===== config.mk =====
export PLATFORM = sky130hd
export DESIGN_NAME = pcr_pwm_control
export DESIGN_NICKNAME = d
export VERILOG_FILES = /design/src/verilog/pcr_pkg.sv /design/src/verilog/pcr_pwm_control.sv
export SDC_FILE = /design/constraint.sdc
export NUM_CORES = 1
export LEC_CHECK = 0
export ABC_CLOCK_PERIOD_IN_PS = 11300
export BUFFER_PORTS_ARGS = -buffer_cell sky130_fd_sc_hd__clkbuf_2
export CAP_MARGIN = 20
export CORE_ASPECT_RATIO = 1.75
export CORE_MARGIN = 2
export CORE_UTILIZATION = 23
export DETAILED_ROUTE_END_ITERATION = 7
export PLACE_DENSITY = 0.46
export SYNTH_ARGS = -nofsm -noshare
export SYNTH_HDL_FRONTEND = slang
export SYNTH_SLANG_ARGS = --single-unit

===== constraint.sdc =====
create_clock -name clk -period 11.3 [get_ports clk]
set_input_delay 3.39 -clock clk [delete_from_list [all_inputs] [get_ports clk]]
set_output_delay 3.39 -clock clk [all_outputs]
set_load 0.005 [all_outputs]

===== src/verilog/pcr_pkg.sv =====
package pcr_pkg;

	////////////////////////////////////////////////////////////////////////
	// Sizes
	localparam int ADDR_W = 8;
	localparam int DATA_W = 32;
	localparam int STRB_W = 4;
	localparam int NUM_CH = 6;
	localparam int CNT_W = 16;
	localparam int IDX_W = 3;

	////////////////////////////////////////////////////////////////////////
	// Register map, byte addresses
	localparam logic [ADDR_W-1:0] CTRL_OFS = 8'h08;
	localparam logic [ADDR_W-1:0] PERIOD_BASE = 8'h0c;
	localparam logic [ADDR_W-1:0] PERIOD_END = 8'h24;
	localparam logic [ADDR_W-1:0] COMPARE_BASE = 8'h24;
	localparam logic [ADDR_W-1:0] COMPARE_END = 8'h3c;
	localparam logic [ADDR_W-1:0] COUNT_BASE = 8'h88;
	localparam logic [ADDR_W-1:0] COUNT_END = 8'ha0;

	////////////////////////////////////////////////////////////////////////
	// Control register fields
	localparam int ALIGN_BIT = 31;
	localparam int GROUP_BIT = 30;
	localparam int MODE_HI = 29;
	localparam int MODE_LO = 28;
	localparam int CLEAR_BIT = 27;
	localparam int CLEAR_LANE = 3;
	localparam int DZ_BASE = 24;
	localparam int HALT_BIT = 1;
	localparam int CH_STRIDE = 4;
	localparam int RUN_OFS = 0;
	localparam int INV_OFS = 2;
	localparam int MOD_OFS = 3;
	localparam logic [DATA_W-1:0] CTRL_WMASK = 32'hf7dd_dddf;
	localparam logic [DATA_W-1:0] CTRL_RESET = 32'h0000_0000;
	localparam logic [CNT_W-1:0] CNT_RESET = 16'h0000;

	////////////////////////////////////////////////////////////////////////
	// Bus answers
	localparam logic [1:0] RESP_OKAY = 2'h0;
	localparam logic [1:0] RESP_SLVERR = 2'h2;

	typedef enum logic [1:0] {
		pcr_mode_independent,
		pcr_mode_complementary,
		pcr_mode_synchronized,
		pcr_mode_reserved
	} pcr_mode_e;

	typedef enum logic [2:0] {
		pcr_reg_none,
		pcr_reg_ctrl,
		pcr_reg_period,
		pcr_reg_compare,
		pcr_reg_count
	} pcr_reg_e;

	typedef struct packed {
		pcr_reg_e kind;
		logic [IDX_W-1:0] idx;
	} pcr_dec_s;

	typedef struct packed {
		logic awvalid;
		logic [ADDR_W-1:0] awaddr;
		logic wvalid;
		logic [DATA_W-1:0] wdata;
		logic [STRB_W-1:0] wstrb;
		logic bready;
		logic arvalid;
		logic [ADDR_W-1:0] araddr;
		logic rready;
	} pcr_axi_req_s;

	typedef struct packed {
		logic awready;
		logic wready;
		logic bvalid;
		logic [1:0] bresp;
		logic arready;
		logic rvalid;
		logic [DATA_W-1:0] rdata;
		logic [1:0] rresp;
	} pcr_axi_rsp_s;

endpackage


===== src/verilog/pcr_pwm_control.sv =====
// Function
// - Alignment bit 0 gives edge-aligned counting and 1 gives center-aligned counting on all channels.
// - Group bit 1 makes channels 2 and 4 take channel 0 timing and channels 3 and 5 take channel 1 timing.
// - Mode field 00 is independent, 01 complementary, 10 synchronized, 11 reserved.
// - Writing 1 to the clear bit zeroes all 16-bit counters and the bit reads back 0; writing 0 does nothing.
// - Each dead-zone enable turns its pair 0/1, 2/3 or 4/5 into a complementary pair.
// - Each channel mode bit selects one-shot at 0 and auto-reload at 1.
// - A 0-to-1 change of a channel mode bit clears that channel period and compare.
// - Each channel inverter bit at 1 inverts that channel output.
// - Each channel enable bit at 1 runs that channel timer and at 0 stops it.
// - During debug halt with the halt behaviour bit 0 timers freeze and outputs go low; at 1 they run on.
//
// Local design decision: the AXI4-Lite interface to the registers.
`timescale 1ns/1ps

module pcr_pwm_control (
	// Clock and reset
	input wire logic clk,
	input wire logic reset,
	// AXI4-Lite register port
	input wire pcr_pkg::pcr_axi_req_s axi_req,
	output pcr_pkg::pcr_axi_rsp_s axi_rsp,
	// Processor debug halt, same clock
	input wire logic debug_halt,
	// Waveforms
	output logic [pcr_pkg::NUM_CH-1:0] pwm_out
);
	import pcr_pkg::*;

	////////////////////////////////////////////////////////////////////////
	// Address decode
	function automatic pcr_dec_s pcr_decode(input logic [ADDR_W-1:0] a);
		pcr_dec_s d;
		logic [ADDR_W-1:0] p;
		logic [ADDR_W-1:0] c;
		logic [ADDR_W-1:0] n;
		d.kind = pcr_reg_none;
		d.idx = '0;
		p = a - PERIOD_BASE;
		c = a - COMPARE_BASE;
		n = a - COUNT_BASE;
		if (a[1:0] != 2'h0) begin
			d.kind = pcr_reg_none;
		end else if (a == CTRL_OFS) begin
			d.kind = pcr_reg_ctrl;
		end else if (a >= PERIOD_BASE && a < PERIOD_END) begin
			d.kind = pcr_reg_period;
			d.idx = p[IDX_W+1:2];
		end else if (a >= COMPARE_BASE && a < COMPARE_END) begin
			d.kind = pcr_reg_compare;
			d.idx = c[IDX_W+1:2];
		end else if (a >= COUNT_BASE && a < COUNT_END) begin
			d.kind = pcr_reg_count;
			d.idx = n[IDX_W+1:2];
		end
		return d;
	endfunction

	function automatic logic [DATA_W-1:0] pcr_merge(
		input logic [DATA_W-1:0] old,
		input logic [DATA_W-1:0] nw,
		input logic [STRB_W-1:0] strb
	);
		logic [DATA_W-1:0] r;
		r = old;
		for (int b = 0; b < STRB_W; b++) begin
			if (strb[b]) begin
				r[8*b +: 8] = nw[8*b +: 8];
			end
		end
		return r;
	endfunction

	////////////////////////////////////////////////////////////////////////
	// Write channel: address and data taken in either order
	logic aw_held;
	logic w_held;
	logic [ADDR_W-1:0] aw_addr;
	logic [DATA_W-1:0] w_data;
	logic [STRB_W-1:0] w_strb;
	logic bvalid;
	logic [1:0] bresp;
	logic wr_fire;
	pcr_dec_s wr_dec;

	assign wr_fire = aw_held && w_held;
	assign wr_dec = pcr_decode(aw_addr);

	always_ff @(posedge clk) begin
		if (reset) begin
			aw_held <= 1'b0;
			aw_addr <= '0;
		end else if (wr_fire) begin
			aw_held <= 1'b0;
		end else if (axi_req.awvalid && axi_rsp.awready) begin
			aw_held <= 1'b1;
			aw_addr <= axi_req.awaddr;
		end
	end

	always_ff @(posedge clk) begin
		if (reset) begin
			w_held <= 1'b0;
			w_data <= '0;
			w_strb <= '0;
		end else if (wr_fire) begin
			w_held <= 1'b0;
		end else if (axi_req.wvalid && axi_rsp.wready) begin
			w_held <= 1'b1;
			w_data <= axi_req.wdata;
			w_strb <= axi_req.wstrb;
		end
	end

	always_ff @(posedge clk) begin
		if (reset) begin
			bvalid <= 1'b0;
			bresp <= RESP_OKAY;
		end else if (wr_fire) begin
			bvalid <= 1'b1;
			bresp <= (wr_dec.kind == pcr_reg_none) ? RESP_SLVERR : RESP_OKAY;
		end else if (axi_req.bready) begin
			bvalid <= 1'b0;
		end
	end

	////////////////////////////////////////////////////////////////////////
	// Control register
	logic [DATA_W-1:0] ctrl;
	logic ctrl_wr;
	logic clear_req;
	logic [NUM_CH-1:0] mode_q;
	pcr_mode_e op_mode;
	logic frozen;

	assign ctrl_wr = wr_fire && wr_dec.kind == pcr_reg_ctrl;
	// Clear is a pulse only, never stored, so it always reads 0
	assign clear_req = ctrl_wr && w_strb[CLEAR_LANE] && w_data[CLEAR_BIT];
	assign op_mode = pcr_mode_e'(ctrl[MODE_HI:MODE_LO]);
	assign frozen = debug_halt && !ctrl[HALT_BIT];

	always_ff @(posedge clk) begin
		if (reset) begin
			ctrl <= CTRL_RESET;
		end else if (ctrl_wr) begin
			// Mask drops reserved bits and the clear bit
			ctrl <= pcr_merge(ctrl, w_data, w_strb) & CTRL_WMASK;
		end
	end

	////////////////////////////////////////////////////////////////////////
	// Per-channel period, compare and counter
	logic [CNT_W-1:0] period [NUM_CH];
	logic [CNT_W-1:0] compare [NUM_CH];
	logic [CNT_W-1:0] count [NUM_CH];
	logic [NUM_CH-1:0] timed;
	logic [NUM_CH-1:0] paired;

	genvar i;
	generate
		for (i = 0; i < NUM_CH; i++) begin : g_ch
			localparam int SRC = (i >= 2) ? (i % 2) : i;
			logic reload;
			logic run;
			logic mode_rise;
			logic down;
			logic done;
			logic use_grp;
			logic [CNT_W-1:0] t_cnt;
			logic [CNT_W-1:0] t_cmp;
			logic t_run;

			assign reload = ctrl[CH_STRIDE*i+MOD_OFS];
			assign run = ctrl[CH_STRIDE*i+RUN_OFS];
			assign mode_rise = reload && !mode_q[i];

			always_ff @(posedge clk) begin
				if (reset) begin
					mode_q[i] <= 1'b0;
				end else begin
					mode_q[i] <= reload;
				end
			end

			// The mode edge is seen a cycle after the write, so it wins
			always_ff @(posedge clk) begin
				if (reset || mode_rise) begin
					period[i] <= CNT_RESET;
					compare[i] <= CNT_RESET;
				end else if (wr_fire && wr_dec.idx == IDX_W'(i)) begin
					if (wr_dec.kind == pcr_reg_period) begin
						period[i] <= CNT_W'(pcr_merge({16'h0000, period[i]},
							w_data, w_strb));
					end else if (wr_dec.kind == pcr_reg_compare) begin
						compare[i] <= CNT_W'(pcr_merge({16'h0000, compare[i]},
							w_data, w_strb));
					end
				end
			end

			always_ff @(posedge clk) begin
				if (reset || clear_req) begin
					count[i] <= CNT_RESET;
					down <= 1'b0;
					done <= 1'b0;
				end else if (!run) begin
					// Stopped timer keeps its count; a restart resumes there
					done <= 1'b0;
				end else if (frozen || done) begin
					down <= down;
				end else if (!ctrl[ALIGN_BIT]) begin
					if (count[i] >= period[i]) begin
						if (reload) begin
							count[i] <= CNT_RESET;
						end else begin
							done <= 1'b1;
						end
					end else begin
						count[i] <= count[i] + 16'h0001;
					end
				end else if (!down) begin
					if (count[i] >= period[i]) begin
						down <= 1'b1;
						if (count[i] != CNT_RESET) begin
							count[i] <= count[i] - 16'h0001;
						end
					end else begin
						count[i] <= count[i] + 16'h0001;
					end
				end else if (count[i] == CNT_RESET) begin
					down <= 1'b0;
					done <= !reload;
				end else begin
					count[i] <= count[i] - 16'h0001;
				end
			end

			// Grouped channels borrow the leader's counter and compare
			assign use_grp = ctrl[GROUP_BIT] && (SRC != i);
			assign t_cnt = use_grp ? count[SRC] : count[i];
			assign t_cmp = use_grp ? compare[SRC] : compare[i];
			assign t_run = use_grp ? ctrl[CH_STRIDE*SRC+RUN_OFS] : run;
			assign timed[i] = t_run && (t_cnt <= t_cmp);

			if (i % 2 == 1) begin : g_odd
				logic dz;
				assign dz = ctrl[DZ_BASE + i/2];
				always_comb begin
					if (dz || op_mode == pcr_mode_complementary) begin
						paired[i] = run && !timed[i-1];
					end else if (op_mode == pcr_mode_synchronized) begin
						paired[i] = timed[i-1];
					end else begin
						paired[i] = timed[i];
					end
				end
			end else begin : g_even
				assign paired[i] = timed[i];
			end

			always_ff @(posedge clk) begin
				if (reset || frozen) begin
					pwm_out[i] <= 1'b0;
				end else begin
					pwm_out[i] <= paired[i] ^ ctrl[CH_STRIDE*i+INV_OFS];
				end
			end
		end
	endgenerate

	////////////////////////////////////////////////////////////////////////
	// Read channel, answer one cycle after the address is taken
	logic rvalid;
	logic [DATA_W-1:0] rdata;
	logic [1:0] rresp;
	pcr_dec_s rd_dec;

	assign rd_dec = pcr_decode(axi_req.araddr);

	always_ff @(posedge clk) begin
		if (reset) begin
			rvalid <= 1'b0;
			rdata <= '0;
			rresp <= RESP_OKAY;
		end else if (axi_req.arvalid && !rvalid) begin
			rvalid <= 1'b1;
			rresp <= RESP_OKAY;
			unique case (rd_dec.kind)
				pcr_reg_ctrl: rdata <= ctrl;
				pcr_reg_period: rdata <= {16'h0000, period[rd_dec.idx]};
				pcr_reg_compare: rdata <= {16'h0000, compare[rd_dec.idx]};
				pcr_reg_count: rdata <= {16'h0000, count[rd_dec.idx]};
				default: begin
					rdata <= '0;
					rresp <= RESP_SLVERR;
				end
			endcase
		end else if (axi_req.rready) begin
			rvalid <= 1'b0;
		end
	end

	////////////////////////////////////////////////////////////////////////
	// Bus answers
	always_comb begin
		axi_rsp.awready = !aw_held && !bvalid;
		axi_rsp.wready = !w_held && !bvalid;
		axi_rsp.bvalid = bvalid;
		axi_rsp.bresp = bresp;
		axi_rsp.arready = !rvalid;
		axi_rsp.rvalid = rvalid;
		axi_rsp.rdata = rdata;
		axi_rsp.rresp = rresp;
	end

endmodule


==> qor.yml, run 1 <==
outcome:
  status: "finished, final reports clean"
timing:
  period_needed_ns: 6.92
  slew_viol_final: 0
  hold_violations: 0
  period_share_pct: 61.2
  finalSetupViolations: 0
  whs_ns: 0.456
  timing_worst_slew_pin_value_ns: 1.27
  setup_tns_ns: 0
  skew_ns: 0.0366
  maxSlewHeadroom_pct: 15.2
  grt_setup_unrepaired: "false"
  clock.fmax_ghz: 0.145
die:
  coreArea_um2: 127000
  fp.dieW_um: 274
  die_h_um: 476
  initial_core_util_pct: 23.1
  dieArea_um2: 130000
  io_pins: 107
  rows: 173
power:
  clockPowerShare_pct: 40.3
  ir_drop_uv: 105
  seqPwrFrac_pct: 46.7
  swShare_pct: 29.9
  leakage_uw: 0.0124
  switchingPower_uw: 1150
  p_comb_share_pct: 13.0
  pwr_density_cell_nw_per_um2: 116
  p_int_uw: 2700
place:
  placed_cell_area_um2: 31600
  place_congestion: 1.00
  place_inst: 5011
  io_buffers: 99
  dp.final_hpwl_um: 105000
critical_path:
  startpoint_type: "input port"
  critPathRequiredTime_ns: 11.84
  cp_top_family: "compound AO/OA/AOI/OAI gates"
  crit_chain: "clkbuf_2 -> ha_1 -> nor3b_1 -> o311ai_0 -> a21o_4 -> buf_4 -> nand2_1 -> a21boi_0 -> o21ai_0 -> a31oi_1"
  path_class: "in -> reg"
  end_kind: "flip-flop"
  cpMaxStageDelayCell: "a21boi_0"
  cpPeakStageDelay_ns: 0.79
  arrival_ns: 7.46
  path_buf_inv: 2
  critical_path_peak_fanout: 69
yosys:
  yosys_warnings: 0
  synthMuxAreaShare_pct: 3.91
  synth_edf_count: 288
  yosys.area_share.simple_pct: 22.7
  synth-compound-area-share_pct: 19.1
  synthMostInstantiatedCell: "nand2_1"
  ys_types: 93
  synth_top_family_by_area: "simple AND/OR/NAND/NOR gates"
  async_reset_ff_share_pct: 0
  yosysTopAreaCell: "edfxtp_1"
  synthTopCellsByCount: "468 x nand2_1, 288 x edfxtp_1, 249 x inv_1"
  avgSynthCellArea_um2: 8.61
  synth_top_area_share_pct: 29.5
  synth_adder_area_share_pct: 9.27
  synth_seq_cells: 415
  synthCells: 3402
  synth.area.top_cells: "edfxtp_1 30%, ha_1 9.3%, dfxtp_1 8.7%"
  synth_xor_area_share_pct: 0.209
  yosysSeqAreaShare_pct: 38.2
  netlist_area_um2: 29300
  synth_ff_type: "edfxtp_1"
detailed_routing:
  ant_nets: 0
  drtIter0Drc: 2488
  drcViolationCount: 0
  vias: 27300
  drt_pass1_iterations: 7
  routed_wl_um: 137000
  drt-wirelength-per-cell_um: 26.8
  vias_per_cell: 5.34
global_route:
  antenna_found_initial: 15
  grt_max_degree: 137
  grt_use_total_pct: 20.4
  grt_pass1_wl_um: 191000
  grt_pass1_vias: 26400
  overflow: 0
layout:
  drive_gt1_share_pct: 8.99
  synthToLayoutAreaGrowth_pct: 13.3
  final_cell_area_um2: 33200
  final_cell_count_no_fill: 5108
  fin_util_pct: 26.2
  final_nets: 3680
clocking:
  clk_pin_slew_worst_paths_ns: 0.07
  clk_latency_ns: 0.62
  cts_buffers: 43
  cts_resized: 0
  post_cts_buffers: 0
  postCtsHoldBufs: 0
  cts.sinks: 415
  clockBufferDepth: 3
  root_buffer: "clkbuf_16"
  cts_tree: "built"
  cts_max_level: 2
worst_hold_path:
  holdCritPathClass: "reg -> reg"
job:
  cap_viol_max_count: 0
==> power by group through the flow <==
stage	Sequential, uW	Combinational (uW)	Clock (uW)
2_1_floorplan	1750	317	0
3_3_place_gp	1830	474	0
3_5_place_dp	1830	486	0
4_1_cts	1800	488	1580
5_1_grt	1800	545	1620
6_report	1800	501	1560
==> cell type report <==
type | instances | area, um^2
timing repair buffer | 183 | 1250
antenna | 10 | 25.0
sequential | 415 | 11200
inverter | 250 | 938
multi-input combinational | 2510 | 16300
clock inverter | 22 | 216
clock buffer | 56 | 1230
fill | 13700 | 93400
tap | 1662 | 2080
==> state kept, by name, summed over array words and instances (netlist names), 6 cells and up <==
register,count
pwm_out,6
w_data,30
compare,96
mode_q,6
aw_addr,8
g_ch.down,6
count,96
ctrl,26
g_ch.done,6
period,96
rdata,29
==> worst min-delay path: stages, from the launching register on <==
cell	delay, ns
dfxtp_1	0.31
nand2_1	0.05
a21oi_1	0.05
==> layer usage <==
| layer | track usage (%) | part of all wire [%] | wire (um) |
|---|---|---|---|
| met1 | 21.1 | 35 | 48200 |
| met2 | 35.4 | 49 | 67400 |
| met3 | 3.29 | 5.5 | 7570 |
| met4 | 17.8 | 9.9 | 13500 |
| met5 | 0 | 0.048 | 66 |
==> path summary, 6_finish.rpt <==
kind	cells past startpoint	to	slack [ns]	start
worst max-delay path	10	rdata[8]	4.38	axi_req[4]
worst min-delay path	2	w_data[23]	0.46	w_data[23]
worst max register to register	10	count[0][13]	6.50	count[0][0]
worst min register to register	2	w_data[23]	0.46	w_data[23]
==> placed cells by master, fill, tap and decap left out, types with 126 or more instances in the layout <==
master and n:
dfxtp_1 126, a21oi_1 208, inv_1 250, edfxtp_1 288, nand2_1 468, ha_1 217
and2_1 185, o21ai_0 160, nor2_1 143, nand3_1 181
==> logic make-up after synthesis <==
logic type	count (synthesis)
xor+xnor	7
mux	114
fa+ha+maj	217
buf+inv	481
compound gates	833
other cells	1
simple gates	1334
flops	415
==> per-stage QoR <==
step | setup WS (ns) | power (uW)
finish | 4.38 | 3860
CTS | 4.60 | 3860
global route | 4.34 | 3960
global placement | 3.98 | 2310
floorplan | 4.91 | 2060
detailed placement | 3.94 | 2320
No activity file was read; power rests on OpenSTA's default activity.
==> run 2, diff against run 1 <==
--- a/config.mk
+++ b/config.mk
@@ -5,7 +5,7 @@
 export SDC_FILE = /design/constraint.sdc
 export NUM_CORES = 1
 export LEC_CHECK = 0
-export ABC_CLOCK_PERIOD_IN_PS = 11300
+export ABC_CLOCK_PERIOD_IN_PS = 6450
 export BUFFER_PORTS_ARGS = -buffer_cell sky130_fd_sc_hd__clkbuf_2
 export CAP_MARGIN = 20
 export CORE_ASPECT_RATIO = 1.75
==> constraint.sdc (replaced) <==
create_clock -name clk -period 6.45 [get_ports clk]
set_input_delay 1.935 -clock clk [delete_from_list [all_inputs] [get_ports clk]]
set_output_delay 1.935 -clock clk [all_outputs]
set_load 0.005 [all_outputs]
==> qor.yml, run 2 (synthesis results as in run 1) <==
outcome:
  status: "finished, final reports clean"  # unchanged
clocking:
  cts_max_level: 2  # unchanged
  root_buffer: "clkbuf_16"  # unchanged
  clk_latency_ns: 0.65  # was 0.62 ns
  clk_pin_slew_worst_paths_ns: 0.07  # about the same
  clockBufferDepth: 3  # unchanged
  postCtsHoldBufs: 0  # unchanged
  cts_buffers: 42  # was 43
  cts_tree: "built"  # unchanged
  cts_resized: 0  # unchanged
  post_cts_buffers: 0  # unchanged
  cts.sinks: 415  # unchanged
worst_hold_path:
  hold_depth: 2  # unchanged
  holdCritPathClass: "reg -> reg"  # unchanged
critical_path:
  critPathRequiredTime_ns: 7.01  # was 11.84 ns
  critical_path_peak_fanout: 23  # was 69
  arrival_ns: 5.36  # was 7.46 ns
  path_class: "in -> reg"  # unchanged
  end_kind: "flip-flop"  # unchanged
  rr_worst_depth: 11  # was 10
  startpoint_type: "input port"  # unchanged
detailed_routing:
  vias: 27300  # about the same
  ant_nets: 0  # unchanged
  drt-wirelength-per-cell_um: 27.0  # was 26.8 um
  drt_pass1_iterations: 8  # was 7
  drtIter0Drc: 2435  # was 2,488
  routed_wl_um: 139000  # was 137,000 um
  vias_per_cell: 5.31  # was 5.34
  drcViolationCount: 0  # unchanged
global_route:
  antenna_found_initial: 19  # was 15
  grt_max_degree: 103  # was 137
  grt_use_total_pct: 20.8  # was 20.4%
  overflow: 0  # unchanged
  grt_pass1_vias: 26500  # was 26,400
  grt_pass1_wl_um: 193000  # was 191,000 um
layout:
  final_cell_mix: "468 x nand2_1, 288 x edfxtp_1, 250 x inv_1"  # unchanged
  final_cell_count_no_fill: 5134  # was 5,108
  final_nets: 3708  # was 3,680
  final-seq-area_um2: 11200  # unchanged
  top_regs: "compare (96), count (96), period (96)"  # unchanged
  multi_input_area_um2: 16300  # unchanged
  nFillCells: 13800  # was 13,700
  drive_gt1_share_pct: 9.67  # was 8.99%
  synthToLayoutAreaGrowth_pct: 13.8  # was 13.3%
  layout_commonest_cell: "nand2_1"  # unchanged
timing:
  skew_ns: 0.0469  # was 0.0366 ns
  hold_violations: 0  # unchanged
  setup_tns_ns: 0  # unchanged
  timing_worst_slew_pin_value_ns: 1.21  # was 1.27 ns
  period_needed_ns: 4.80
  finalSetupViolations: 0  # unchanged
  maxSlewHeadroom_pct: 19.2  # was 15.2%
  whs_ns: 0.452  # was 0.456 ns
  clock.fmax_ghz: 0.208
  period_share_pct: 74.4
  grt_setup_unrepaired: "false"  # unchanged
  slew_viol_final: 0  # unchanged
  worst_slack_ns: 1.65  # was 4.38 ns
power:
  p_int_uw: 4650  # was 2700 uW
  clockPowerShare_pct: 39.7  # was 40.3%
  pwr_density_cell_nw_per_um2: 201  # was 116 nW/um^2
  seqPwrFrac_pct: 46.5  # was 46.7%
  switchingPower_uw: 2040  # was 1150 uW
  power_uw: 6690  # was 3860 uW
  p_comb_share_pct: 13.9  # was 13.0%
  leakage_uw: 0.0125  # was 0.0124 uW
  ir_drop_uv: 168  # was 105 uV
  swShare_pct: 30.5  # was 29.9%
die:
  dieArea_um2: 130000  # unchanged
  initial_core_util_pct: 23.1  # unchanged
  rows: 173  # unchanged
  die_h_um: 476  # unchanged
  io_pins: 107  # unchanged
  fp.dieW_um: 274  # unchanged
  coreArea_um2: 127000  # unchanged
place:
  place_ws_ns: 1.11  # was 3.94 ns
  place_inst: 5042  # was 5,011
  io_buffers: 99  # unchanged
  place_congestion: 1.01  # was 1.00
  dp.final_hpwl_um: 107000  # was 105,000 um
job:
  cap_viol_max_count: 0  # unchanged
-- run 2: changes by cell type in the layout (fill, tap and decap cells not counted) --
cell / delta
buf_4: +28
buf_8: -1
clkinv_4: +1
clkinvlp_4: +4
buf_12: +4
bufinv_16: -2
clkinv_1: +2
diode_2: -2
clkinv_2: -7
clkbuf_8: +2
buf_16: -4
inv_4: +1
-- run 2: worst max-delay path: stages --
cell,delay (ns)
clkbuf_2,0.18
ha_1,0.31
a211o_1,0.33
or3b_4,0.45
o221ai_4,0.35
nand2_1,0.64
o211ai_1,0.72
a31oi_1,0.22
a31oi_1,0.20
-- run 2: path summary, 6_finish.rpt --
path / startpoint / endpoint / slack (ns)
setup / recovery: axi_req[4] / rdata[10] / 1.65
hold / removal: rdata[25] / rdata[25] / 0.45
setup reg to reg: count[0][0] / count[0][8] / 1.99
hold reg to reg: rdata[25] / rdata[25] / 0.45
-- run 2: layer usage --
metal | vias up | global-route usage (%) | wire (um)
li1 | 12500 | - | -
met1 | 13200 | 21.5 | 47900
met2 | 1125 | 35.8 | 67700
met3 | 451 | 3.14 | 8040
met4 | 16 | 19.0 | 15000
met5 | - | 0 | 94
-- run 2: power groups by stage --
stage | logic, uW | clock network [uW] | registers, uW
after floorplan | 555 | 0 | 3060
after global placement | 896 | 0 | 3170
after detailed placement | 906 | 0 | 3170
after CTS | 910 | 2690 | 3110
after global routing | 1000 | 2770 | 3120
final | 927 | 2650 | 3110
-- run 2: final cells by class --
cell class | instances | area share, %
Antenna cell | 8 | 0.0601
Clock buffer | 56 | 3.65
Clock inverter | 21 | 0.522
Inverter | 250 | 2.81
Multi-Input combinational cell | 2510 | 48.8
Sequential cell | 415 | 33.6
Tap cell | 1662 | 6.24
Timing Repair Buffer | 212 | 4.38
-- run 2: through the flow --
step           utilization [%]  instance area [um^2]
2_1_floorplan                -                 29300
3_3_place_gp              25.1                 31800
3_5_place_dp              25.1                 31800
4_1_cts                   26.2                 33200
5_1_grt                   26.3                 33300
6_report                  26.3                 33300
